[config.mk]
export PLATFORM = sky130hd
export DESIGN_NAME = osc_trim_lf_capture
export DESIGN_NICKNAME = d
export VERILOG_FILES = /design/src/osc_pkg.sv /design/src/lf_edge_sync.sv /design/src/osc_trim_lf_capture.sv
export VERILOG_INCLUDE_DIRS = /design/src /design/src/src
export SDC_FILE = /design/constraint.sdc
export NUM_CORES = 1
export LEC_CHECK = 0
export ABC_AREA = 1
export BUFFER_PORTS_ARGS = -buffer_cell sky130_fd_sc_hd__buf_2
export CORE_MARGIN = 1
export CORE_UTILIZATION = 40
export DETAILED_ROUTE_END_ITERATION = 10
export PLACE_DENSITY_LB_ADDON = 0.15
export SLEW_MARGIN = 40
export SYNTH_ARGS = -nofsm -noshare
export SYNTH_HDL_FRONTEND = slang
export SYNTH_SLANG_ARGS = --single-unit
export TNS_END_PERCENT = 10
[constraint.sdc]
create_clock -name clock -period 1.4 [get_ports clock]
set_clock_uncertainty 0.1 [all_clocks]
set_input_delay 0.21 -clock clock [delete_from_list [all_inputs] [get_ports clock]]
set_output_delay 0.21 -clock clock [all_outputs]
set_load 0.01 [all_outputs]
[src/osc_defs.svh]
/*
 * Register map, field positions and reset values of the oscillator trim and
 * low-frequency capture block.
 * Assumes an 8-bit special-function-register port with an 8-bit address.
 */
`ifndef OSC_DEFS_SVH
`define OSC_DEFS_SVH

// register addresses
`define OSC_LF_CTL_ADDR   8'h86
`define OSC_HF_CTL_ADDR   8'hB2
`define OSC_HF_TRIM_ADDR  8'hB3

// lf_osc_control fields
`define OSC_DIV_MSB       1
`define OSC_DIV_LSB       0
`define OSC_ADJ_MSB       5
`define OSC_ADJ_LSB       2
`define OSC_LF_EN_BIT     7

// hf_osc_control fields
`define OSC_HF_EN_BIT     7

// hf_osc_trim fields
`define OSC_TRIM_MSB      4
`define OSC_TRIM_PAD      3'h0

// reset values and the read data of idle or unmapped reads
`define OSC_LF_CTL_RST    8'h00
`define OSC_HF_CTL_RST    8'h00
`define OSC_READ_ZERO     8'h00

// divider select codes
`define OSC_DIV_BY1       2'h0
`define OSC_DIV_BY2       2'h1
`define OSC_DIV_BY4       2'h2
`define OSC_DIV_BY8       2'h3

// divider step
`define OSC_DIV_STEP      3'h1

`endif

[src/osc_pkg.sv]
/*
 * Types shared by the oscillator trim and low-frequency capture block.
 * Assumes nothing of its surroundings.
 */
package osc_pkg;

    typedef struct packed {
        logic [7:0] high;
        logic [7:0] low;
    } count_s;

    typedef struct packed {
        logic   strobe;
        count_s value;
    } capture_s;

    typedef struct packed {
        logic s1;
        logic s2;
        logic s3;
        logic level;
        logic rise;
        logic fall;
    } sync_state_s;

    typedef struct packed {
        logic [7:0] lf_ctl;
        logic [7:0] hf_ctl;
        logic [4:0] hf_trim;
        logic [2:0] div_cnt;
        logic       lf_div;
        capture_s   cap2;
        capture_s   cap3;
        logic [7:0] rdata;
    } osc_state_s;

endpackage : osc_pkg

[src/lf_edge_sync.sv]
/*
 * Three-stage synchroniser with edge pulses for the low-frequency oscillator
 * output.
 * Assumes the raw input is asynchronous to clock; srst is synchronous.
 */
`timescale 1ns/10ps
`default_nettype none

module lf_edge_sync (
    input  wire logic clock,
    input  wire logic srst,
    input  wire logic raw,
    output logic      level,
    output logic      rise,
    output logic      fall
);

    osc_pkg::sync_state_s q;
    osc_pkg::sync_state_s nxt_q;

    always_comb begin
        nxt_q       = q;
        nxt_q.s1    = raw;
        nxt_q.s2    = q.s1;
        nxt_q.s3    = q.s2;
        nxt_q.rise  = 1'b0;
        nxt_q.fall  = 1'b0;
        // a change counts once stages two and three agree
        if (q.s2 == q.s3 && q.s3 != q.level) begin
            nxt_q.level = q.s3;
            nxt_q.rise  = q.s3;
            nxt_q.fall  = ~q.s3;
        end
    end

    always_ff @(posedge clock) begin
        if (srst) begin
            q <= '0;
        end else begin
            q <= nxt_q;
        end
    end

    assign level = q.level;
    assign rise  = q.rise;
    assign fall  = q.fall;

    ////////////////////////////////////////////////////////////////////////////

    a_single_rise : assert property (@(posedge clock) disable iff (srst)
        rise |=> !rise && level)
        else $error("edge pulse lasted more than one cycle");

endmodule : lf_edge_sync

`default_nettype wire

[src/osc_trim_lf_capture.sv]
/*
 * Oscillator trim registers, low-frequency divider and timer capture of the
 * low-frequency oscillator output.
 * Assumes an 8-bit register port on clock, the analog oscillators outside,
 * and timer counts supplied on the same clock.
 */
// Overview of operation
// - five low trim bits set fast oscillator period; zero code is fastest.
// - all-ones trim code is slowest; codes in between are ordered monotonically.
// - trim register loads a per-part factory value at reset for 12 MHz.
// - trim contents follow recovery_trim while clock recovery is enabled.
// - slow internal oscillator runs undivided at about 80 kHz.
// - divider field divides the slow oscillator output by 1, 2, 4 or 8.
// - bits 5 to 2 of the slow control register adjust its frequency.
// - timer 2 capture mode captures on each falling edge of slow output.
// - timer 3 capture mode captures on each rising edge of slow output.
// - a capture copies the timer count into its reload high and low.
// - fast oscillator is usable right after the enabling write, no wait.
`timescale 1ns/10ps
`default_nettype none
`include "osc_defs.svh"

module osc_trim_lf_capture (
    input  wire logic              clock,
    input  wire logic              srst,
    input  wire logic [7:0]        sfr_addr,
    input  wire logic [7:0]        sfr_wdata,
    input  wire logic              sfr_wr,
    input  wire logic              sfr_rd,
    output logic      [7:0]        sfr_rdata,
    input  wire logic [4:0]        factory_trim,
    input  wire logic              clock_recovery_en,
    input  wire logic [4:0]        recovery_trim,
    input  wire logic              lf_osc_raw,
    input  wire logic              timer2_lf_capture_mode,
    input  wire logic              timer3_lf_capture_mode,
    input  wire osc_pkg::count_s   timer2_count,
    input  wire osc_pkg::count_s   timer3_count,
    output osc_pkg::capture_s      timer2_reload,
    output osc_pkg::capture_s      timer3_reload,
    output logic      [4:0]        hf_trim_code,
    output logic                   hf_osc_enable,
    output logic                   hf_osc_ready,
    output logic      [7:0]        hf_osc_control,
    output logic                   lf_osc_enable,
    output logic      [1:0]        lf_divider_select,
    output logic      [3:0]        lf_frequency_adjust,
    output logic                   lf_clk_out
);

    osc_pkg::osc_state_s q;
    osc_pkg::osc_state_s nxt_q;
    logic                lf_level;
    logic                lf_rise;

    ////////////////////////////////////////////////////////////////////////////

    lf_edge_sync u_lf_sync (
        .clock (clock),
        .srst  (srst),
        .raw   (lf_osc_raw),
        .level (lf_level),
        .rise  (lf_rise),
        .fall  ()
    );

    ////////////////////////////////////////////////////////////////////////////

    always_comb begin
        logic       wr_lf;
        logic       wr_hf;
        logic       wr_trim;
        logic [2:0] cnt;
        logic       div_out;
        cnt     = q.div_cnt;
        div_out = 1'b0;
        wr_lf   = sfr_wr && sfr_addr == `OSC_LF_CTL_ADDR;
        wr_hf   = sfr_wr && sfr_addr == `OSC_HF_CTL_ADDR;
        wr_trim = sfr_wr && sfr_addr == `OSC_HF_TRIM_ADDR;
        nxt_q   = q;

        if (wr_lf) begin
            nxt_q.lf_ctl = sfr_wdata;
        end
        if (wr_hf) begin
            nxt_q.hf_ctl = sfr_wdata;
        end
        // recovery owns the trim while enabled, so writes then are lost
        if (clock_recovery_en) begin
            nxt_q.hf_trim = recovery_trim;
        end else if (wr_trim) begin
            nxt_q.hf_trim = sfr_wdata[`OSC_TRIM_MSB:0];
        end

        // divider counts rising edges of the synchronised oscillator
        if (lf_rise) begin
            cnt = q.div_cnt + `OSC_DIV_STEP;
        end
        nxt_q.div_cnt = cnt;
        unique case (q.lf_ctl[`OSC_DIV_MSB:`OSC_DIV_LSB])
            `OSC_DIV_BY1: div_out = lf_level;
            `OSC_DIV_BY2: div_out = cnt[0];
            `OSC_DIV_BY4: div_out = cnt[1];
            `OSC_DIV_BY8: div_out = cnt[2];
        endcase
        nxt_q.lf_div = div_out;

        // each edge of the divided output gives one capture pulse
        nxt_q.cap2.strobe = timer2_lf_capture_mode && q.lf_div && !div_out;
        nxt_q.cap3.strobe = timer3_lf_capture_mode && !q.lf_div && div_out;
        if (nxt_q.cap2.strobe) begin
            nxt_q.cap2.value = timer2_count;
        end
        if (nxt_q.cap3.strobe) begin
            nxt_q.cap3.value = timer3_count;
        end

        nxt_q.rdata = `OSC_READ_ZERO;
        if (sfr_rd) begin
            unique case (sfr_addr)
                `OSC_LF_CTL_ADDR:  nxt_q.rdata = q.lf_ctl;
                `OSC_HF_CTL_ADDR:  nxt_q.rdata = q.hf_ctl;
                `OSC_HF_TRIM_ADDR: nxt_q.rdata = {`OSC_TRIM_PAD, q.hf_trim};
                default:           nxt_q.rdata = `OSC_READ_ZERO;
            endcase
        end
    end

    always_ff @(posedge clock) begin
        if (srst) begin
            q         <= '0;
            q.lf_ctl  <= `OSC_LF_CTL_RST;
            q.hf_ctl  <= `OSC_HF_CTL_RST;
            q.hf_trim <= factory_trim;
        end else begin
            q <= nxt_q;
        end
    end

    ////////////////////////////////////////////////////////////////////////////

    assign sfr_rdata           = q.rdata;
    assign timer2_reload       = q.cap2;
    assign timer3_reload       = q.cap3;
    assign hf_trim_code        = q.hf_trim;
    assign hf_osc_control      = q.hf_ctl;
    assign hf_osc_enable       = q.hf_ctl[`OSC_HF_EN_BIT];
    assign hf_osc_ready        = q.hf_ctl[`OSC_HF_EN_BIT];
    assign lf_osc_enable       = q.lf_ctl[`OSC_LF_EN_BIT];
    assign lf_divider_select   = q.lf_ctl[`OSC_DIV_MSB:`OSC_DIV_LSB];
    assign lf_frequency_adjust = q.lf_ctl[`OSC_ADJ_MSB:`OSC_ADJ_LSB];
    assign lf_clk_out          = q.lf_div;

    ////////////////////////////////////////////////////////////////////////////

    a_trim_write : assert property (@(posedge clock) disable iff (srst)
        sfr_wr && sfr_addr == `OSC_HF_TRIM_ADDR && !clock_recovery_en
        |=> hf_trim_code == $past(sfr_wdata[`OSC_TRIM_MSB:0])
            && sfr_rdata == `OSC_READ_ZERO)
        else $error("trim write not taken");

    a_trim_stable : assert property (@(posedge clock) disable iff (srst)
        $changed(hf_trim_code)
        |-> $past(clock_recovery_en)
            || $past(sfr_wr && sfr_addr == `OSC_HF_TRIM_ADDR))
        else $error("trim changed without cause");

    a_trim_factory : assert property (@(posedge clock)
        srst |=> hf_trim_code == $past(factory_trim))
        else $error("trim not loaded from factory value");

    a_trim_recovery : assert property (@(posedge clock) disable iff (srst)
        clock_recovery_en ##1 sfr_rd && sfr_addr == `OSC_HF_TRIM_ADDR
        |=> sfr_rdata == {`OSC_TRIM_PAD, $past(recovery_trim, 2)})
        else $error("trim does not follow recovery");

    a_div_by_one : assert property (@(posedge clock) disable iff (srst)
        lf_divider_select == `OSC_DIV_BY1 && $stable(lf_divider_select)
        |=> lf_clk_out == $past(lf_level))
        else $error("undivided output does not follow oscillator");

    a_div_by_two : assert property (@(posedge clock) disable iff (srst)
        lf_divider_select == `OSC_DIV_BY2 && lf_rise && !sfr_wr
        |=> lf_clk_out != $past(lf_clk_out))
        else $error("divide by two missed a toggle");

    a_adjust_field : assert property (@(posedge clock) disable iff (srst)
        sfr_wr && sfr_addr == `OSC_LF_CTL_ADDR
        |=> lf_frequency_adjust == $past(sfr_wdata[`OSC_ADJ_MSB:`OSC_ADJ_LSB])
            ##1 lf_frequency_adjust == $past(lf_frequency_adjust) || $past(sfr_wr))
        else $error("adjust field not stored");

    a_cap_falling : assert property (@(posedge clock) disable iff (srst)
        $fell(lf_clk_out) && $past(timer2_lf_capture_mode)
        |-> timer2_reload.strobe && timer2_reload.value == $past(timer2_count))
        else $error("timer 2 missed falling-edge capture");

    a_cap_rising : assert property (@(posedge clock) disable iff (srst)
        $rose(lf_clk_out) && $past(timer3_lf_capture_mode)
        |-> timer3_reload.strobe && timer3_reload.value == $past(timer3_count)
            ##1 !timer3_reload.strobe)
        else $error("timer 3 missed rising-edge capture");

    a_cap_hold : assert property (@(posedge clock) disable iff (srst)
        !timer2_reload.strobe |-> $stable(timer2_reload.value))
        else $error("reload value changed without capture");

    a_hf_ready : assert property (@(posedge clock) disable iff (srst)
        sfr_wr && sfr_addr == `OSC_HF_CTL_ADDR && sfr_wdata[`OSC_HF_EN_BIT]
        |=> hf_osc_ready && hf_osc_enable)
        else $error("fast oscillator not ready after enable");

    a_cap2_cause : assert property (@(posedge clock) disable iff (srst)
        timer2_reload.strobe
        |-> !lf_clk_out && $past(lf_clk_out) && $past(timer2_lf_capture_mode))
        else $error("timer 2 capture without falling edge");

    a_cap3_cause : assert property (@(posedge clock) disable iff (srst)
        timer3_reload.strobe
        |-> lf_clk_out && !$past(lf_clk_out) && $past(timer3_lf_capture_mode))
        else $error("timer 3 capture without rising edge");

    a_cap_hold3 : assert property (@(posedge clock) disable iff (srst)
        !timer3_reload.strobe |-> $stable(timer3_reload.value))
        else $error("timer 3 reload changed without capture");

endmodule : osc_trim_lf_capture

`default_nettype wire
# Word level (Yosys, flattened, before mapping)
# Cells that the tools add are included.
dict set report word_totals {
  regBits 72
  inputBits 66
  out_inout_bits 65
  wordCells 51
}
dict set report op_classes {
  addsub 1
  n_eq_ne 8
  muxes 9
  bitwise_logic 2
  reduce_logical 14
}
# cell n
set ops {}
lappend ops {{51-bit two-way mux} 1}
lappend ops {{16-bit two-way mux} 2}
lappend ops {{8-bit equality test, second input constant} 3}
lappend ops {{8-bit one-hot mux with 3 select lines} 1}
lappend ops {{5-bit two-way mux} 2}
lappend ops {{1-bit logical AND} 8}
lappend ops {{8-bit two-way mux} 1}
lappend ops {{2-bit equality test, second input constant} 2}
lappend ops {{1-bit one-hot mux with 4 select lines} 1}
lappend ops {{2-bit OR reduction} 2}
lappend ops {{3-bit by 1-bit adder with 3-bit output, second input constant} 1}
lappend ops {{3-bit two-way mux} 1}
lappend ops {{3-bit nonzero test} 1}
lappend ops {{2-bit by 1-bit equality test with 1-bit output, second input constant} 1}
lappend ops {{1-bit logical NOT} 2}
lappend ops {{2-bit logical NOT} 1}
lappend ops {{1-bit NOT} 2}
lappend ops {{1-bit equality test} 1}
lappend ops {{1-bit != test} 1}

# Depth between registers and ports, before layout
# Gate-level depths: netlist (run 1).
dict set report logic_depth {
  ltp_word 7
  depth_mapped 11
  ltp_nobuf 10
}

# By module
# A second synthesis (run 1) with hierarchy kept.
dict set report unflattened {
  cells_unflattened 504
  area_unflattened_um2 3641.0
}
# mod n_inst cells_each area_per_inst_um2 seq_area_each_um2
set by_module_without_submodules {}
lappend by_module_without_submodules {osc_trim_lf_capture 1 482 3448.3 1391.3}
lappend by_module_without_submodules {lf_edge_sync 1 22 192.7 120.1}

# Worst setup path before layout (run 1)
# Ideal clock, no wire load.
dict set report synth_path {
  path_type {register to register}
  startpoint {reg q[43] (netlist name)}
  endpoint {reg q, in the netlist timer3_reload[10]}
  setup_time_ns 0.115
  t_arrival_ns 1.316
  required_time_ns 1.185
  setup_slack_ns -0.131
  path_stages_with_launch 9
  path_buffers 1
  period_less_slack_ns 1.531
  cell_sequence {dfxtp_1 -> ha_1 -> nand2_1 -> nand2_1 -> nand2_2 -> nand4_4 -> buf_2 -> a21oi_1 -> nor2_1}
}
dict set report synth_via {
  elab_chain_cells 4
}
# element line
set synth_lines {}
lappend synth_lines {{start, declared} osc_trim_lf_capture.sv:51} ;# osc_pkg::osc_state_s q;
lappend synth_lines {{start signal, assigned} osc_trim_lf_capture.sv:136} ;# q <= nxt_q;
lappend synth_lines {{3-bit by 1-bit adder with 3-bit output (no line)} n/a}
lappend synth_lines {{3-bit two-way mux (*)} osc_trim_lf_capture.sv:96} ;# if (lf_rise) begin
lappend synth_lines {{1-bit one-hot mux with 4 select lines (*)} osc_trim_lf_capture.sv:100} ;# unique case (q.lf_ctl[`OSC_DIV_MSB:`OSC_DIV_LSB])
lappend synth_lines {{1-bit logical AND (*)} osc_trim_lf_capture.sv:110} ;# nxt_q.cap3.strobe = timer3_lf_capture_mode && !q.lf_div && div_out;
# Every way passes the cells marked *; elsewhere a longest branch is shown, timed or not.
# A chain may end at the register's enable or synchronous reset.

# Worst setup path after layout (run 1)
dict set report layout_path {
  startpoint {reg q[44] (netlist name)}
  endpoint {reg q, in the netlist timer2_reload[1]}
}
dict set report layout_via {
  elab_chain_cells 5
}
# element line
set layout_lines {}
lappend layout_lines {{3-bit by 1-bit adder with 3-bit output (no line)} n/a}
lappend layout_lines {{3-bit two-way mux (*)} osc_trim_lf_capture.sv:96}
lappend layout_lines {{1-bit one-hot mux with 4 select lines (*)} osc_trim_lf_capture.sv:100}
lappend layout_lines {{1-bit logical NOT (*)} osc_trim_lf_capture.sv:109} ;# nxt_q.cap2.strobe = timer2_lf_capture_mode && q.lf_div && !div_out;
lappend layout_lines {{1-bit logical AND (*)} osc_trim_lf_capture.sv:109}
# Marks and branches as above.

==> results.txt, run 1 <==
status -> finished with violations
failing checks -> negative setup slack
Worst Setup Path Type -> reg2reg
Worst Hold Class -> in2reg
Tightest Pin Transition -> 0.290 ns
Syn Nets -> 567
Final Wtd Congestion -> 0.803
total track usage -> 0.187
cell taking the most area after synthesis -> dfxtp_1
startpoint types -> flop
Final HPWL DP -> 6110 um
Seq/Total Area, Yosys -> 0.417
pin count of the biggest net entering global routing -> 39
WL final -> 8510 um
f_max -> 648 MHz
Critical Path AT -> 1.74 ns
Ports -> 131
first-pass GRT wire length -> 13,300 um
num rows -> 34
non-filler cells, final -> 710
unrepaired setup endpoints after global routing -> true
Setup Total Neg Slack -> -3.63 ns
most frequent cells in the layout -> buf_2, nand2_1, dfxtp_1
Gate power share -> 0.076
total power -> 4.09 mW
WL/cell -> 12.0 um
Slew Limit Fails -> 0
# diodes -> 0
Inserted Clock Buffers -> 9
Post-Synthesis Cells -> 500
Final Hold Fails -> 0
post-DR vias/cell -> 4.60
Seq. cell area -> 1500 um2
Clock power frac -> 0.408
P_sw -> 1.02 mW
Yosys reg bits -> 72
layout cells sized above 1 -> 0.374
YS warnings -> 0
peak supply drop -> 0.000395 V
initial antenna violation count -> 0
ANT nets after route -> 0
Leak Pwr -> 2.25 nW
placed instance count -> 688
vias in the first global route -> 2,862
Cell variety after synth -> 23
initial core utilization -> 0.412
final worst-path cycle share -> 1.10
Syn Std Cell Area -> 3580 um2
Die Ht -> 96.6 um
I/O Buffers -> 130
Clk pin slew, worst setup/hold paths -> 0.08 ns
crit path time final -> 1.54 ns
largest buffer count on any clock path -> 2
DR DRC count -> 0
synthesis-to-layout area growth -> 24.9%
final non-filler cell area -> 4470 um2
DRT iter0 DRCs -> 109
CTS tree -> built
Horiz. Die Dim -> 96.6 um
H-tree depth -> 3
routed vias -> 3,264
maximum fanout along the worst path -> 6
DRT Pass-1 Iters -> 6
die area -> 9320 um2
global route overflow -> 0
setup violators final -> 34
sequential power share -> 0.516
critical path required time -> 1.59 ns
clk sinks -> 72
area of the multi-input gates -> 1420 um2
Area after DPL -> 4110 um2
cell internal pwr -> 3.07 mW
Filler Cell Count -> 923
Worst Setup Slack, final -> -0.144 ns
commonest non-fill, non-tap cell in the layout -> buf_2
Synth top area share -> 0.375
clk_lat worst skew -> 0.35 ns
Slew headroom -> 0.806
Sw Ratio -> 0.250
number of nets in the layout -> 664
top cells by area, synth -> dfxtp_1, buf_4, nand2_1
maxcap violations -> 0
core area -> 8680 um2
CP endpoint kind -> flop
CTS root buf -> clkbuf_8
PD cells -> 915 nW/um2
Avg Inst Size Synth -> 7.15 um2
## flip-flops by register name (all words and copies together) (netlist names), 2 cells and up
name	flops
lf_frequency_adjust	4
timer3_reload	17
hf_trim_code	5
lf_divider_select	2
u_lf_sync.nxt_q	2
timer2_reload	17
q	4
sfr_rdata	8
hf_osc_control	8
## synthesized netlist by cell type
| cell type | number |
|---|---|
| o21ai_1 | 1 |
| inv_1 | 56 |
| buf_8 | 1 |
| nor2_2 | 11 |
| clkbuf_1 | 11 |
| o211ai_1 | 2 |
| nand4_4 | 1 |
| o21ai_0 | 1 |
| a21oi_1 | 48 |
| nor3_1 | 4 |
| inv_2 | 1 |
| ha_1 | 1 |
| nand3_1 | 56 |
| nor2_1 | 57 |
| a31oi_1 | 1 |
| buf_2 | 4 |
| nor2_8 | 1 |
| edfxtp_1 | 5 |
| nand2_2 | 2 |
| dfxtp_1 | 67 |
| buf_4 | 64 |
| buf_1 | 2 |
| nand2_1 | 103 |
## critical path, stage by stage, from the launching register on
cell and delay (ns):
dfxtp_2 0.36, ha_4 0.15, nand2_2 0.05, nand2_2 0.07, nand2_2 0.06, nand2_2 0.07
nand4_4 0.16, nor2_8 0.19, clkbuf_16 0.17, nor2_1 0.04, nor2_1 0.08
## layout make-up
cell class,count,share of cell area
sequential,72,0.335
clock inverter,6,0.0154
multi-input combinational,290,0.317
inverter,57,0.0479
tap,108,0.0303
clock buffer,10,0.0286
timing repair buffer,167,0.225
## power by group through the flow
stage	Combinational (mW)	Clock [mW]	Sequential (mW)
floorplan	0.156	0	2.15
global placement	0.304	0	2.16
detailed placement	0.306	0	2.16
CTS	0.310	1.71	2.11
global route	0.349	1.81	2.11
finish	0.310	1.67	2.11
## metrics by stage
stage | setup slack, ns | hold slack, ns | util
6_report | -0.144 | 0.0435 | 0.515
5_1_grt | -0.240 | 0.0352 | 0.515
4_1_cts | -0.137 | 0.0257 | 0.502
3_5_place_dp | -0.181 | 0.299 | 0.473
3_3_place_gp | -0.142 | 0.296 | 0.473
2_1_floorplan | -0.0832 | 0.217 | -
## kinds of logic after synthesis
group | share of synthesized area
DFF | 0.417
AOI/OAI and AO/OA | 0.0759
buffers and inverters | 0.218
adders and majority gates | 0.00350
and+or+nand+nor | 0.286
## metal layers
layer | part of all wire | GRT usage
met3 | 0.078 | 0.0618
met1 | 0.45 | 0.232
met5 | 0 | 0
met4 | 0.0079 | 0.0637
met2 | 0.46 | 0.303
## path summary, 6_finish.rpt
kind,from,end,slack [ns],cells after the start
setup / recovery,q[44],timer2_reload[1],-0.14,10
hold / removal,sfr_wdata[6],q[65],0.04,3
setup reg to reg,q[44],timer2_reload[1],-0.14,10
hold reg to reg,u_lf_sync.nxt_q[4],u_lf_sync.nxt_q[3],0.31,2
## repair_timing
| action | 4_1_cts | 5_1_grt |
|---|---|---|
| setup endpoints to repair | 35 | 36 |
| setup buffers | 1 | 2 |
| resized for setup | 8 | 20 |
| gates cloned | 1 | 1 |
| endpoints found under the hold margin | 1 | 0 |
| pin swaps | 3 | 8 |
| hold buffers | 1 | 0 |
Note: power is estimated with default switching activity, not from simulation.
==> run 2: changes to the inputs <==
Settings changed: PLACE_DENSITY from default to 0.69, PLACE_DENSITY_LB_ADDON 0.15 to default.
==> run 2 against run 1 <==
Net effect: the flow still finishes with violations (negative setup slack); worst hold slack better by 0.0051 ns; via count about the same; first-iteration DRC count decreased by 46%; cell count is 1.3% lower; critical path depth unchanged; register-to-register slack got worse by 0.07 ns; setup slack worse by 0.068 ns; clock-buffer cell count is 2 higher; combinational power decreased by 3%; die area unchanged; fmax fell by 4.2%; highest routed layer unchanged.
==> results.txt, run 2 (synthesis results as in run 1) <==
CP delay by family, top -> simple AND/OR/NAND/NOR gates
CP endpoint kind -> flop
first-pass GRT wire length -> 12,600 um (-5.0%)
CTS root buf -> clkbuf_8
Worst Setup Path Type -> reg2reg
critical-path cell list -> ha_4, nand2_2, nand2_2, nand2_2, nand2_2, nand4_4, nor2_8, clkbuf_16, nor2_2, nor2_1
slowest library cell on the worst path -> dfxtp_2
initial core utilization -> 0.412 (unchanged)
Final Util -> 0.512 (-0.00317)
placed instance count -> 679 (-1.3%)
DRT iter0 DRCs -> 59 (-46%)
routed vias -> 3,262 (-0.061%)
most frequent cells in the layout -> buf_2, nand2_1, dfxtp_1
Leak Pwr -> 2.24 nW (-0.28%)
critical path required time -> 1.59 ns (about the same)
die area -> 9320 um2 (unchanged)
maximum fanout along the worst path -> 6 (unchanged)
H-tree depth -> 3 (unchanged)
Max Used Layer -> met4
number of nets in the layout -> 655 (-1.4%)
largest buffer count on any clock path -> 2 (unchanged)
initial antenna violation count -> 0 (unchanged)
crit path time final -> 1.61 ns (+0.0675 ns)
Final HPWL DP -> 5870 um (-3.9%)
I/O Buffers -> 130 (unchanged)
PD cells -> 948 nW/um2 (+3.5%)
ANT nets after route -> 0 (unchanged)
core area -> 8680 um2 (unchanged)
pre-CTS WS -> -0.219 ns (-0.0388 ns)
Critical Path AT -> 1.80 ns (+0.06 ns)
vias in the first global route -> 2,806 (-2.0%)
WL/cell -> 11.7 um (-2.4%)
Worst Setup Slack, final -> -0.211 ns (-0.0675 ns)
WL final -> 8200 um (-3.7%)
Die Ht -> 96.6 um (unchanged)
Worst Hold Class -> in2reg
startpoint types -> flop
most used cell, CP -> nand2_2
failing checks -> negative setup slack
post-DR vias/cell -> 4.65 (+1.2%)
total track usage -> 0.175 (-0.0117)
layout cells sized above 1 -> 0.368 (-0.00613)
pin count of the biggest net entering global routing -> 34 (-13%)
Slew Limit Fails -> 0 (unchanged)
Final Wtd Congestion -> 0.852 (+6.1%)
WP buf/inv -> 1 (unchanged)
Inserted Clock Buffers -> 9 (unchanged)
non-filler cells, final -> 701 (-1.3%)
synthesis-to-layout area growth -> 24.1%
Ports -> 131 (unchanged)
total power -> 4.21 mW (+2.9%)
Slew headroom -> 0.785 (-0.0215)
commonest non-fill, non-tap cell in the layout -> buf_2
clk sinks -> 72 (unchanged)
global route overflow -> 0 (unchanged)
Worst path max stage delay -> 0.35 ns (about the same)
CTS tree -> built
setup violators final -> 34 (unchanged)
f_max -> 621 MHz (-4.2%)
Filler Cell Count -> 874 (-5.3%)
clk_lat worst skew -> 0.34 ns (about the same)
Setup Total Neg Slack -> -5.54 ns (-1.92 ns)
final worst-path cycle share -> 1.15 (+0.0482)
met2 wire length -> 3750 um (-4.2%)
# diodes -> 0 (unchanged)
final non-filler cell area -> 4440 um2 (-0.62%)
met3 wire len -> 710 um (+7.4%)
Final Hold Fails -> 0 (unchanged)
unrepaired setup endpoints after global routing -> true
DRT Pass-1 Iters -> 6 (unchanged)
status -> finished with violations
Area after DPL -> 4040 um2 (-1.6%)
num rows -> 34 (unchanged)
Tightest Pin Transition -> 0.322 ns (+0.0325 ns)
wire length on met1 -> 3600 um (-6.9%)
maxcap violations -> 0 (unchanged)
Horiz. Die Dim -> 96.6 um (unchanged)
peak supply drop -> 0.000536 V (+36%)
worst hold margin -> 0.0486 ns (+0.00507 ns)
DR DRC count -> 0 (unchanged)
Clk pin slew, worst setup/hold paths -> 0.08 ns (about the same)
## run 2: cell types whose count changed in the layout (fill, tap and decap cells not counted), sizes merged
cell,before,now
buf,165,156
clkinvlp,1,0
clkbuf,11,14
nand2,106,105
inv,58,57
## run 2: power by group
group	leakage [nW]	total [mW]	switching [mW]	internal, mW
sequential	0.592	2.11	0.0124	2.10
combinational	1.53	0.300	0.170	0.130
clock	0.117	1.80	0.774	1.03
## run 2: what timing repair did
item                       in CTS  in global routing
hold buffers                    1                  0
pin swaps                       5                 10
hold endpoints to repair        1                  0
setup endpoints to repair      34                 35
resized for setup              13                 14
gates cloned                    1                  2
setup buffers                   1                  1
## run 2: layout make-up
class,instances,area (um2),area share
Clock buffer,12,176,0.0397
Sequential cell,72,1500,0.337
Clock inverter,4,48.8,0.0110
Multi-Input combinational cell,289,1410,0.318
Tap cell,108,135,0.0304
Inverter,57,214,0.0482
Timing Repair Buffer,159,960,0.216
## run 2: final timing paths
kind                           start                      to  slack, ns  depth (start not counted)
setup / recovery               q[43]       timer2_reload[13]      -0.21                         10
hold / removal          sfr_wdata[5]  lf_frequency_adjust[3]       0.05                          3
setup reg to reg               q[43]       timer2_reload[13]      -0.21                         10
hold reg to reg   u_lf_sync.nxt_q[4]      u_lf_sync.nxt_q[3]       0.30                          2
## run 2: metal layers
layer / vias to the layer above / GRT usage
met4: 0 / 0.0784
met3: 12 / 0.0516
met2: 124 / 0.288
li1: 1675 / -
met1: 1451 / 0.211
met5: - / 0
## run 2: worst reg2reg max path: stages, from the launching register on
cell and delay, ns:
dfxtp_2 0.35, ha_4 0.15, nand2_2 0.05, nand2_2 0.07
nand2_2 0.06, nand2_2 0.07, nand4_4 0.21, nor2_8 0.21
clkbuf_16 0.17, nor2_2 0.03, nor2_1 0.08
==> run 3: changes to the inputs <==
Settings changed: REMOVE_ABC_BUFFERS from default to 1.
==> run 3 against run 2 <==
Net effect: the run still ends with negative setup slack left; non-clock buffer count grew 7; flip-flop and latch count is the same; wire length grew 6.0%; sequential share of layout area shrank 0.43 points; worst hold slack lost 0.0037 ns; core utilization grew 0.62 points; clock-buffer cell count shrank 1; highest routed layer unchanged; cell count grew 1.0%; global-route usage grew 0.52 points; via count grew 1.1%; cell area grew 1.2%; clock power is essentially flat.
==> results.txt, run 3 (synthesis results as in run 1) <==
Final Hold Fails -> 0 (unchanged)
die area -> 9320 um2 (unchanged)
CP endpoint kind -> flop
maximum fanout along the worst path -> 8 (+2)
WL/cell -> 12.3 um (+5.0%)
commonest non-fill, non-tap cell in the layout -> buf_2
Filler Cell Count -> 843 (-3.5%)
synthesis-to-layout area growth -> 25.6%
clk sinks -> 72 (unchanged)
Final Util -> 0.518 (+0.00620)
startpoint types -> flop
pin count of the biggest net entering global routing -> 35 (+2.9%)
clk_lat worst skew -> 0.34 ns (about the same)
DRT Pass-1 Iters -> 4 (-2)
reg-to-reg slack, setup -> -0.18 ns (+0.03 ns)
global route overflow -> 0 (unchanged)
Critical Path AT -> 1.77 ns (-0.03 ns)
post-DR vias/cell -> 4.66 (+0.13%)
# diodes -> 0 (unchanged)
Horiz. Die Dim -> 96.6 um (unchanged)
final worst-path cycle share -> 1.13 (-0.0194)
Inserted Clock Buffers -> 9 (unchanged)
Final Wtd Congestion -> 0.811 (-4.8%)
routed vias -> 3,299 (+1.1%)
total track usage -> 0.181 (+0.00515)
Worst Setup Path Type -> reg2reg
largest buffer count on any clock path -> 2 (unchanged)
R2R cell count -> 10 (unchanged)
Leak Pwr -> 2.27 nW (+1.4%)
ANT nets after route -> 0 (unchanged)
WHS Path Cells -> 3 (unchanged)
WL final -> 8690 um (+6.0%)
Setup Total Neg Slack -> -5.26 ns (+0.281 ns)
vias in the first global route -> 2,889 (+3.0%)
number of nets in the layout -> 662 (+1.1%)
H-tree depth -> 3 (unchanged)
Hold EP -> lf_osc_enable
initial antenna violation count -> 0 (unchanged)
Worst Hold Class -> in2reg
Slew headroom -> 0.787 (+0.00211)
Clk pin slew, worst setup/hold paths -> 0.08 ns (about the same)
Slew Limit Fails -> 0 (unchanged)
peak supply drop -> 0.000341 V (-36%)
Ports -> 131 (unchanged)
Worst Setup Slack, final -> -0.184 ns (+0.0272 ns)
Tightest Pin Transition -> 0.319 ns (-0.00358 ns)
initial core utilization -> 0.412 (unchanged)
PD cells -> 947 nW/um2 (about the same)
Final HPWL DP -> 6110 um (+4.1%)
Crit Reg-Reg Endpoint -> timer2_reload[4]
Hold Startpoint -> sfr_wdata[7]
placed instance count -> 688 (+1.3%)
non-filler cells, final -> 708 (+1.0%)
first-pass GRT wire length -> 13,000 um (+3.0%)
DRT iter0 DRCs -> 95 (+61%)
maxcap violations -> 0 (unchanged)
layout cells sized above 1 -> 0.365 (-0.00262)
unrepaired setup endpoints after global routing -> true
RR Startpoint -> q[43]
I/O Buffers -> 130 (unchanged)
critical path required time -> 1.58 ns (about the same)
CTS tree -> built
failing checks -> negative setup slack
setup violators final -> 34 (unchanged)
status -> finished with violations
core area -> 8680 um2 (unchanged)
f_max -> 631 MHz (+1.7%)
num rows -> 34 (unchanged)
most frequent cells in the layout -> buf_2, nand2_1, dfxtp_1
DR DRC count -> 0 (unchanged)
Die Ht -> 96.6 um (unchanged)
crit path time final -> 1.58 ns (-0.0272 ns)
CTS root buf -> clkbuf_8
worst hold margin -> 0.0449 ns (-0.00367 ns)
run 3: cell types whose count changed in the layout (fill, tap and decap cells not counted), sizes merged:
cell / previous run / this run
clkbuf: 14 / 13
inv: 57 / 58
clkinvlp: 0 / 1
bufinv: 1 / 2
clkinv: 3 / 1
buf: 156 / 163
run 3: worst max-delay path by stage:
stage,from,end,cells after the start
detailed placement,q[43],timer3_reload[13],8
global placement,q[43],timer3_reload[9],8
floorplan,lf_clk_out,timer3_reload[0],4
CTS,q[43],timer2_reload[9],9
global route,q[44],timer2_reload[8],10
finish,q[43],timer2_reload[4],10
run 3: repair_timing:
| action | in CTS | in global routing |
|---|---|---|
| setup buffers | 0 | 1 |
| hold buffers | 1 | 0 |
| pin swaps | 11 | 11 |
| endpoints found under the hold margin | 1 | 0 |
| endpoints found under the setup margin | 35 | 35 |
| cloned | 0 | 2 |
| resized for setup | 6 | 18 |
run 3: area by class of cell:
cell class / count / area, um2 / share of cell area
sequential: 72 / 1490 / 0.332
inverter: 57 / 214 / 0.0476
tap: 108 / 135 / 0.0301
timing repair buffer: 166 / 1030 / 0.230
clock buffer: 11 / 141 / 0.0315
clock inverter: 5 / 78.8 / 0.0175
multi-input combinational: 289 / 1400 / 0.311
run 3: power breakdown:
group / switching [mW] / leakage, nW / total (mW) / internal, mW
combinational: 0.175 / 1.57 / 0.318 / 0.143
sequential: 0.0140 / 0.592 / 2.11 / 2.10
clock: 0.777 / 0.110 / 1.83 / 1.05
run 3: worst max-delay path: stages (launching register included):
cell and delay, ns:
dfxtp_2 0.36, ha_4 0.14, nand2_2 0.05, nand2_2 0.08, nand2_2 0.06, nand2_2 0.08, nand4_4 0.18, nor2_8 0.19
clkbuf_16 0.17, nor2_1 0.04, nor2_1 0.07
run 3: stage by stage:
stage	cell area, um2	power (mW)	setup slack [ns]
after global routing	4490	4.42	-0.300
after CTS	4370	4.29	-0.173
after global placement	4120	2.46	-0.127
final	4490	4.26	-0.184
after floorplan	3010	2.26	-0.477
after detailed placement	4120	2.47	-0.184
run 3: routing by layer:
layer | track usage | part of all wire | vias up
li1 | - | - | 1692
met2 | 0.311 | 0.49 | 105
met1 | 0.220 | 0.44 | 1489
met3 | 0.0391 | 0.055 | 13
met4 | 0.0662 | 0.014 | 0
met5 | 0 | 0 | -
